$ cat config.mk
export PLATFORM = sky130hd
export DESIGN_NAME = dlpcs_top
export DESIGN_NICKNAME = d
export VERILOG_FILES = /design/src/dlpcs_pkg.sv /design/src/dlpcs_top.sv /design/src/dlpcs_gap_timer.sv
export SDC_FILE = /design/constraint.sdc
export NUM_CORES = 1
export LEC_CHECK = 0
export BUFFER_PORTS_ARGS = -buffer_cell sky130_fd_sc_hd__buf_2
export CAP_MARGIN = 20
export CORE_ASPECT_RATIO = 0.6
export CORE_UTILIZATION = 48
export CTS_CLUSTER_DIAMETER = 200
export DETAILED_ROUTE_END_ITERATION = 12
export PLACE_DENSITY_LB_ADDON = 0.2
export SLEW_MARGIN = 40
export SYNTH_ARGS = -nofsm -noshare
export SYNTH_HDL_FRONTEND = slang
export SYNTH_SLANG_ARGS = --single-unit
export TNS_END_PERCENT = 30
$ cat constraint.sdc
create_clock -name clk -period 2 [get_ports clk]
set_input_delay 0.1 -clock clk [delete_from_list [all_inputs] [get_ports clk]]
set_output_delay 0.1 -clock clk [all_outputs]
set_load 0.02 [all_outputs]
$ cat src/dlpcs_pkg.sv
// Package with register map, field layout and timing constants for the debug link configuration block
package dlpcs_pkg;

  // Register offsets in link register space
  localparam logic [3:0] REG_REVISION_STATUS = 4'h0;
  localparam logic [3:0] REG_ERROR_SIGNATURE = 4'h1;
  localparam logic [3:0] REG_CONTROL_FIRST = 4'h2;
  localparam logic [3:0] REG_CONTROL_SECOND = 4'h3;
  localparam logic [3:0] REG_ACCESS_FIRST = 4'h4;
  localparam logic [3:0] REG_ACCESS_LAST = 4'hC;
  localparam logic [3:0] REG_UNLOCK_KEY = 4'h7;
  localparam logic [3:0] REG_SYS_RESET_REQ = 4'h8;
  localparam logic [3:0] REG_CLOCK_SELECT = 4'h9;
  localparam logic [3:0] REG_SYS_ACCESS_CTRL = 4'hA;
  localparam logic [3:0] REG_SYS_DOMAIN_STATE = 4'hB;
  localparam logic [3:0] REG_MEM_CHECK_STATE = 4'hC;

  // Revision value is arbitrary
  localparam logic [3:0] LINK_REVISION = 4'h3;
  localparam int REV_LSB = 4;

  // First control register fields
  localparam int IBD_BIT = 7;
  localparam int PARITY_CHECK_DISABLE_BIT = 5;
  localparam int DTD_BIT = 4;
  localparam int RSD_BIT = 3;
  localparam int GT_LSB = 0;
  // Second control register fields
  localparam int NACK_BIT = 4;
  localparam int CCD_BIT = 3;
  localparam int DIS_BIT = 2;
  localparam logic [7:0] CTRL_FIRST_MASK = 8'hBF;
  localparam logic [7:0] CTRL_SECOND_MASK = 8'h18;
  localparam logic [7:0] CTRL_RESET = 8'h00;

  // System access control and domain state fields
  localparam int SYSTEM_CLOCK_REQUEST_BIT = 0;
  localparam int ASLEEP_BIT = 4;
  localparam logic SYSTEM_CLOCK_REQUEST_RESET = 1'b1;
  localparam logic [7:0] SYS_RESET_SIGNATURE = 8'h59;
  localparam logic [1:0] CLKSEL_RESET = 2'h3;

  // Error signature codes
  typedef enum logic [2:0] {
    ERR_NONE = 3'h0,
    ERR_PARITY = 3'h1,
    ERR_FRAME = 3'h2,
    ERR_TIMEOUT = 3'h3,
    ERR_CLOCK_RECOVERY = 3'h4,
    ERR_CONTENTION = 3'h7
  } dlpcs_err_t;

  // Timing in link clock cycles
  localparam int TIMEOUT_CYCLES = 65536;
  localparam int GT_MAX_CYCLES = 128;
  localparam logic [2:0] GT_OFF = 3'h7;
  localparam int IDLE_CHAR_BITS = 12;
  localparam int IBD_CHARS = 2;
  localparam logic [7:0] IBD_CYCLES = 8'(IDLE_CHAR_BITS * IBD_CHARS);
  localparam logic [7:0] ONE_CYCLE = 8'h01;

  // Register access from the link instruction decoder
  typedef struct packed {
    logic wr;
    logic rd;
    logic [3:0] addr;
    logic [7:0] wdata;
  } dlpcs_req_t;

  // Events reported by the physical layer
  typedef struct packed {
    logic parity;
    logic frame;
    logic clock_recovery;
    logic contention;
  } dlpcs_phy_err_t;

  // Settings handed to the physical layer
  typedef struct packed {
    logic inter_byte_delay_enable;
    logic parity_check_disable;
    logic timeout_detect_disable;
    logic response_signature_disable;
    logic [2:0] guard_time_select;
    logic nack_suppress;
    logic collision_detect_disable;
  } dlpcs_cfg_t;

endpackage

$ cat src/dlpcs_top.sv
// Configuration and status registers of the single-wire debug link physical layer
`timescale 1ns/1ps
module dlpcs_top
  import dlpcs_pkg::*;
#(
  parameter int TIMEOUT_LIMIT = TIMEOUT_CYCLES
) (
  // Clock and reset
  input wire logic clk,
  input wire logic arst_n,
  // Register access from link instruction decoder
  input wire dlpcs_req_t req,
  output logic [7:0] rdata,
  // Physical layer error events and access handshake
  input wire dlpcs_phy_err_t phy_err,
  input wire logic acc_request,
  input wire logic acc_response,
  input wire logic xfer_active,
  // Transmit sequencing
  input wire logic tx_first_req,
  input wire logic tx_next_req,
  input wire logic resp_sig_req,
  output logic tx_line_idle,
  output logic tx_go,
  output logic resp_sig_en,
  output logic nack_send,
  // Settings and link control
  output dlpcs_cfg_t cfg,
  output logic link_enabled,
  output logic link_reset,
  output logic [1:0] link_clock_sel,
  // System domain
  input wire logic sys_sleep_pin,
  input wire logic sys_reset_pin,
  input wire logic [2:0] mem_check_pin,
  output logic sys_clock_request,
  output logic sys_bus_allow,
  output logic sys_reset_request
);

  // Synchronisers for system-domain levels
  logic [1:0] sleep_sync_q, reset_sync_q;
  logic [2:0] mcheck_s1_q, mcheck_s2_q;
  logic sys_asleep, sys_in_reset, sys_in_reset_q;

  always_ff @(posedge clk or negedge arst_n) begin
    if (!arst_n) begin
      sleep_sync_q <= '0;
      reset_sync_q <= '0;
      mcheck_s1_q <= '0;
      mcheck_s2_q <= '0;
      sys_in_reset_q <= 1'b0;
    end else begin
      sleep_sync_q <= {sleep_sync_q[0], sys_sleep_pin};
      reset_sync_q <= {reset_sync_q[0], sys_reset_pin};
      mcheck_s1_q <= mem_check_pin;
      mcheck_s2_q <= mcheck_s1_q;
      sys_in_reset_q <= sys_in_reset;
    end
  end

  assign sys_asleep = sleep_sync_q[1];
  assign sys_in_reset = reset_sync_q[1] | sys_reset_request;

  // Register state
  logic [7:0] ctrl_a_q, ctrl_a_d;
  logic [7:0] ctrl_b_q, ctrl_b_d;
  logic [2:0] err_q, err_d;
  logic system_clock_request_q, system_clock_request_d;
  logic rst_req_q, rst_req_d;
  logic [1:0] clksel_q, clksel_d;
  logic disable_q, disable_d;
  logic [16:0] tmo_q, tmo_d;
  logic tmo_run_q, tmo_run_d;
  logic tmo_hit;
  logic [2:0] err_event;
  logic err_rd;

  // Reads come only from link instructions; there is no CPU port at all
  assign err_rd = req.rd && (req.addr == REG_ERROR_SIGNATURE);

  // Error event priority: contention over time-out over framing over clock recovery over parity
  always_comb begin
    err_event = ERR_NONE;
    if (phy_err.parity && !cfg.parity_check_disable) begin
      err_event = ERR_PARITY;
    end
    if (phy_err.clock_recovery) begin
      err_event = ERR_CLOCK_RECOVERY;
    end
    if (phy_err.frame) begin
      err_event = ERR_FRAME;
    end
    if (tmo_hit) begin
      err_event = ERR_TIMEOUT;
    end
    if (phy_err.contention && !cfg.collision_detect_disable) begin
      err_event = ERR_CONTENTION;
    end
  end

  // Access layer time-out counter
  always_comb begin
    tmo_d = tmo_q;
    tmo_run_d = tmo_run_q;
    tmo_hit = 1'b0;
    if (link_reset || acc_response || cfg.timeout_detect_disable) begin
      tmo_run_d = 1'b0;
      tmo_d = '0;
    end else if (acc_request && !tmo_run_q) begin
      tmo_run_d = 1'b1;
      tmo_d = '0;
    end else if (tmo_run_q) begin
      if (tmo_q == 17'(TIMEOUT_LIMIT - 1)) begin
        tmo_hit = 1'b1;
        tmo_run_d = 1'b0;
      end
      tmo_d = tmo_q + 17'h00001;
    end
  end

  // Register writes and read side effects
  always_comb begin
    ctrl_a_d = ctrl_a_q;
    ctrl_b_d = ctrl_b_q;
    err_d = err_q;
    system_clock_request_d = system_clock_request_q;
    rst_req_d = rst_req_q;
    clksel_d = clksel_q;
    disable_d = 1'b0;
    if (err_rd) begin
      err_d = ERR_NONE;
    end
    // An error in the read cycle survives the clear
    if (err_event != ERR_NONE) begin
      err_d = err_event;
    end
    if (req.wr) begin
      unique case (req.addr)
        REG_CONTROL_FIRST: ctrl_a_d = req.wdata & CTRL_FIRST_MASK;
        REG_CONTROL_SECOND: begin
          ctrl_b_d = req.wdata & CTRL_SECOND_MASK;
          disable_d = req.wdata[DIS_BIT];
        end
        REG_SYS_RESET_REQ: rst_req_d = (req.wdata == SYS_RESET_SIGNATURE);
        REG_CLOCK_SELECT: clksel_d = req.wdata[1:0];
        REG_SYS_ACCESS_CTRL: system_clock_request_d = req.wdata[SYSTEM_CLOCK_REQUEST_BIT];
        default: ;
      endcase
    end
    // Disabling wipes configuration and drops the clock request
    if (disable_q) begin
      ctrl_a_d = CTRL_RESET;
      ctrl_b_d = CTRL_RESET;
      err_d = ERR_NONE;
      system_clock_request_d = 1'b0;
      clksel_d = CLKSEL_RESET;
    end
  end

  always_ff @(posedge clk or negedge arst_n) begin
    if (!arst_n) begin
      ctrl_a_q <= CTRL_RESET;
      ctrl_b_q <= CTRL_RESET;
      err_q <= ERR_NONE;
      system_clock_request_q <= SYSTEM_CLOCK_REQUEST_RESET;
      rst_req_q <= 1'b0;
      clksel_q <= CLKSEL_RESET;
      disable_q <= 1'b0;
      tmo_q <= '0;
      tmo_run_q <= 1'b0;
    end else begin
      ctrl_a_q <= ctrl_a_d;
      ctrl_b_q <= ctrl_b_d;
      err_q <= err_d;
      system_clock_request_q <= system_clock_request_d;
      rst_req_q <= rst_req_d;
      clksel_q <= clksel_d;
      disable_q <= disable_d;
      tmo_q <= tmo_d;
      tmo_run_q <= tmo_run_d;
    end
  end

  // Settings out
  always_comb begin
    cfg.inter_byte_delay_enable = ctrl_a_q[IBD_BIT];
    cfg.parity_check_disable = ctrl_a_q[PARITY_CHECK_DISABLE_BIT];
    cfg.timeout_detect_disable = ctrl_a_q[DTD_BIT];
    cfg.response_signature_disable = ctrl_a_q[RSD_BIT];
    cfg.guard_time_select = ctrl_a_q[GT_LSB +: 3];
    cfg.nack_suppress = ctrl_b_q[NACK_BIT];
    cfg.collision_detect_disable = ctrl_b_q[CCD_BIT];
  end

  // Link keeps its own clock regardless of system sleep state
  assign link_enabled = !disable_q;
  assign link_reset = disable_q;
  assign link_clock_sel = clksel_q;
  assign sys_clock_request = system_clock_request_q && !disable_q;
  // Uses the request as seen outside, so a disable pulse also withholds bus access while the system sleeps
  assign sys_bus_allow = !sys_asleep || sys_clock_request;
  assign sys_reset_request = rst_req_q;
  assign resp_sig_en = resp_sig_req && !cfg.response_signature_disable;
  // System reset rising during a load or store transfer
  assign nack_send = sys_in_reset && !sys_in_reset_q && xfer_active && !cfg.nack_suppress;

  // Read mux; access-layer registers follow the physical ones
  always_comb begin
    rdata = 8'h00;
    if (req.rd) begin
      unique case (req.addr)
        REG_REVISION_STATUS: rdata = {LINK_REVISION, 4'h0};
        REG_ERROR_SIGNATURE: rdata = {5'h00, err_q};
        REG_CONTROL_FIRST: rdata = ctrl_a_q;
        REG_CONTROL_SECOND: rdata = ctrl_b_q;
        REG_SYS_RESET_REQ: rdata = {7'h00, rst_req_q};
        REG_CLOCK_SELECT: rdata = {6'h00, clksel_q};
        REG_SYS_ACCESS_CTRL: rdata = {7'h00, system_clock_request_q};
        REG_SYS_DOMAIN_STATE: begin
          rdata[ASLEEP_BIT] = sys_asleep;
        end
        REG_MEM_CHECK_STATE: rdata = {5'h00, mcheck_s2_q};
        default: rdata = 8'h00;
      endcase
    end
  end

  dlpcs_gap_timer u_gap (
    .clk(clk),
    .arst_n(arst_n),
    .link_reset(link_reset),
    .cfg(cfg),
    .tx_first_req(tx_first_req),
    .tx_next_req(tx_next_req),
    .tx_line_idle(tx_line_idle),
    .tx_go(tx_go)
  );

endmodule

$ cat src/dlpcs_gap_timer.sv
// Turnaround gap timer: guard time before first byte, inter-byte delay after others
`timescale 1ns/1ps
module dlpcs_gap_timer
  import dlpcs_pkg::*;
(
  // Clock and reset
  input wire logic clk,
  input wire logic arst_n,
  input wire logic link_reset,
  // Settings
  input wire dlpcs_cfg_t cfg,
  // Transmit sequencing
  input wire logic tx_first_req,
  input wire logic tx_next_req,
  output logic tx_line_idle,
  output logic tx_go
);

  logic [7:0] cnt_q, cnt_d;
  logic busy_q, busy_d;
  logic [7:0] gt_len;

  // Code 0 gives the longest gap, each step up to code 6 halves it, code 7 gives no gap
  always_comb begin
    gt_len = 8'(GT_MAX_CYCLES) >> cfg.guard_time_select;
  end

  always_comb begin
    cnt_d = cnt_q;
    busy_d = busy_q;
    tx_go = 1'b0;
    if (link_reset) begin
      busy_d = 1'b0;
      cnt_d = '0;
    end else if (busy_q) begin
      if (cnt_q == ONE_CYCLE) begin
        busy_d = 1'b0;
        tx_go = 1'b1;
      end
      cnt_d = cnt_q - ONE_CYCLE;
    end else if (tx_first_req) begin
      if (cfg.guard_time_select == GT_OFF) begin
        tx_go = 1'b1;
      end else begin
        busy_d = 1'b1;
        cnt_d = gt_len;
      end
    end else if (tx_next_req) begin
      if (cfg.inter_byte_delay_enable) begin
        busy_d = 1'b1;
        cnt_d = IBD_CYCLES;
      end else begin
        tx_go = 1'b1;
      end
    end
  end

  // Line is held idle while the gap runs
  assign tx_line_idle = busy_q;

  always_ff @(posedge clk or negedge arst_n) begin
    if (!arst_n) begin
      cnt_q <= '0;
      busy_q <= 1'b0;
    end else begin
      cnt_q <= cnt_d;
      busy_q <= busy_d;
    end
  end

endmodule

==> results.cfg <==
[global_route]
grt_pass1_wl_mm = 13.3
grt_max_degree = 56
grtUsageTotal_pct = 25.6
antenna_found_initial = 0
grt_pass1_vias = 2625
overflow = 0

[power]
comb_power_share_pct = 28.7
netSwitchingFraction_pct = 35.6
power.density_nw_per_um2 = 804
clkPwrFrac_pct = 21.7
p_total_mw = 2.99
pwr-share-seq_pct = 49.5
p_leak_nw = 1.66
vdd.ir_drop.worst_mv = 0.460
p_int_mw = 1.92
power.switching_mw = 1.06

[sta]
relSlewSlack_pct = 53.9
hold_violations = 0
worstMarginPinSlew_ns = 0.692
max_clock_freq_ghz = 0.520
drv_slew = 0
whs_ns = 0.0475
tns_ns = 0
skew_ns = 0.00768
fin_crit_ns = 1.92
setup_violations = 0
fin_crit_sh_pct = 96.1

[synthesis]
ys_warn_count = 0
syn_inst = 329
synth_edf_count = 0
ys_seq_area_share_pct = 44.8
synth_fp_nets = 364
yosys.area_share.simple_pct = 25.1
synthMuxAreaShare_pct = 6.62
synthTopCellsByCount = 52 x dfrtp_1, 27 x nand2_1, 26 x nor2_1
yosysUniqueCellTypes = 57
synth_top_family_by_area = simple AND/OR/NAND/NOR gates
yosysTopAreaCellShare_pct = 42.3
async_reset_ff_share_pct = 100
avgSynthCellArea_sq_um = 9.36
synth_compound_area_share_pct = 16.5
synth_ff_type = dfrtp_1
syn-cell-area_sq_um = 3080
synth-xor-area-share_pct = 0.569
ys_ff_latch = 55
yosys.area.top_type = dfrtp_1
netlist_top_cells_area = dfrtp_1 42%, mux2i_1 5.5%, nand2_1 3.3%
yosys.area_share.adder_pct = 1.63
synth_most_common_cell = dfrtp_1

[final_layout]
n_antenna_cell = 0
fin_nets = 435
fillers = 522
area_delta_synth_final_pct = 20.7
drive_gt1_share_pct = 27.4

[floorplanning]
die_w_um = 105
die_h_um = 64.0
die-area_sq_um = 6750
start_util_pct = 50.2
rows = 22
io-pin-count = 59
core_area_sq_um = 6140

[worst_setup_path]
worstPathMaxFanout = 4
crit_arrival_ns = 2.12
timing_worst_setup_path_type = reg -> reg
cp-start-kind = register
setup.worst_path.end_class = register
cp.required_ns = 2.20

[drt]
drt_wl_total_mm = 8.04
drtIter0Drc = 339
viasPerCell = 5.91
vias = 2866
postRouteAntennaNets = 0
drcViolationCount = 0
dr.pass1.iters = 5
post_drt_wl_per_cell_um = 16.6

[clocking]
cts.htree.levels = 2
clock-sinks = 55
clkLatencyLatePin_ns = 0.31
cts_tree = done
cts_buffer_depth = 2
cts_buffers = 5
cts_root_buffer = clkbuf_8
clkTransAtPathRegs_ns = 0.11

[outcome]
run_status = finished clean

[job]
cap_violations = 0

[place]
gp_congestion = 0.870
hpwl_mm = 5.95
io_buffers = 57

[min_path]
min_path_type = in -> reg
worst max-delay path, cell delays in order, from the launching register on:
cell and delay [ns]:
dfrtp_1 0.39, ha_2 0.20, and3_4 0.21, nand3_2 0.09, nor4_2 0.19, ha_2 0.23, nand2_1 0.08, o21ba_2 0.23
nand4_1 0.10, a21oi_1 0.08
flip-flops by register name, summed over array words and instances, names as in the netlist:
register and cells:
sys_reset_request 1, reset_sync_q 2, u_gap.cnt_q 8, err_q 3, sleep_sync_q 2, tmo_run_q 1, u_gap.tx_line_idle 1, ctrl_a_q 7
link_reset 1, system_clock_request_q 1, sys_in_reset_q 1, tmo_q 17, mcheck_s2_q 3, mcheck_s1_q 3, ctrl_b_q 2, link_clock_sel 2
logic make-up after synthesis:
group	Yosys count
and+or+nand+nor	138
AOI/OAI and AO/OA	78
DFF	55
buffers and inverters	31
muxes	20
adders and majority gates	4
xor gates and xnor gates	2
other	1
cells in the final DEF (no fill, tap or decap), types with 6 or more instances in the layout:
cell	count
nand3_1	17
mux2i_1	17
buf_4	21
nand4_1	7
a31oi_1	16
nand2_1	27
dlygate4sd3_1	6
nor2b_1	10
a21oi_1	14
inv_1	11
o21ai_0	16
dfrtp_1	52
buf_2	57
nor2_1	26
final timing paths:
path | start | end | slack (ns) | cells past startpoint
max | tmo_q[0] | err_q[0] | 0.08 | 9
min | req[7] | ctrl_a_q[7] | 0.05 | 3
max reg2reg | tmo_q[0] | err_q[0] | 0.08 | 9
min reg2reg | mcheck_s1_q[2] | mcheck_s2_q[2] | 0.36 | 0
max in group asynchronous | arst_n | u_gap.tx_line_idle | 1.08 | 3
min in group asynchronous | arst_n | tmo_q[9] | 0.44 | 3
what timing repair did:
| action | in CTS | in global routing |
|---|---|---|
| setup endpoints to repair | 1 | 3 |
| setup buffers | 0 | 3 |
| endpoints found under the hold margin | 57 | 0 |
| hold buffers | 6 | 0 |
| pin swaps | 0 | 3 |
| gates resized for setup | 1 | 8 |
| cloned | 0 | 0 |
power by group through the flow:
stage	combinational, mW	sequential, mW	clock (mW)
after floorplan	0.513	1.51	0
after global placement	0.822	1.49	0
after detailed placement	0.836	1.49	0
after CTS	0.849	1.47	0.672
after global routing	0.965	1.51	0.709
final	0.858	1.48	0.650
per-stage QoR:
step	std cells	cell area, sq um	setup slack, ns	utilization [%]
3_5_place_dp	468	3500	0.0138	57.1
2_1_floorplan	329	3080	0.111	-
5_1_grt	485	3720	-0.0487	60.5
3_3_place_gp	468	3500	0.0596	57.1
4_1_cts	482	3660	0.00638	59.7
6_report	485	3720	0.0771	60.5
metal layers:
layer  track usage, %  share of wire [%]
met5                0                  0
met3             5.41                8.5
met1             42.5                 53
met2             32.2                 38
met4             6.16               0.76
cell type report:
class,count,area (sq um),area share (%)
inverter,11,41.3,1.11
multi-input combinational,243,1590,42.8
sequential,55,1380,37.1
timing repair buffer,84,503,13.5
clock buffer,5,68.8,1.85
clock inverter,3,26.3,0.707
tap,84,105,2.83
No activity file was read; power rests on OpenSTA's default activity.
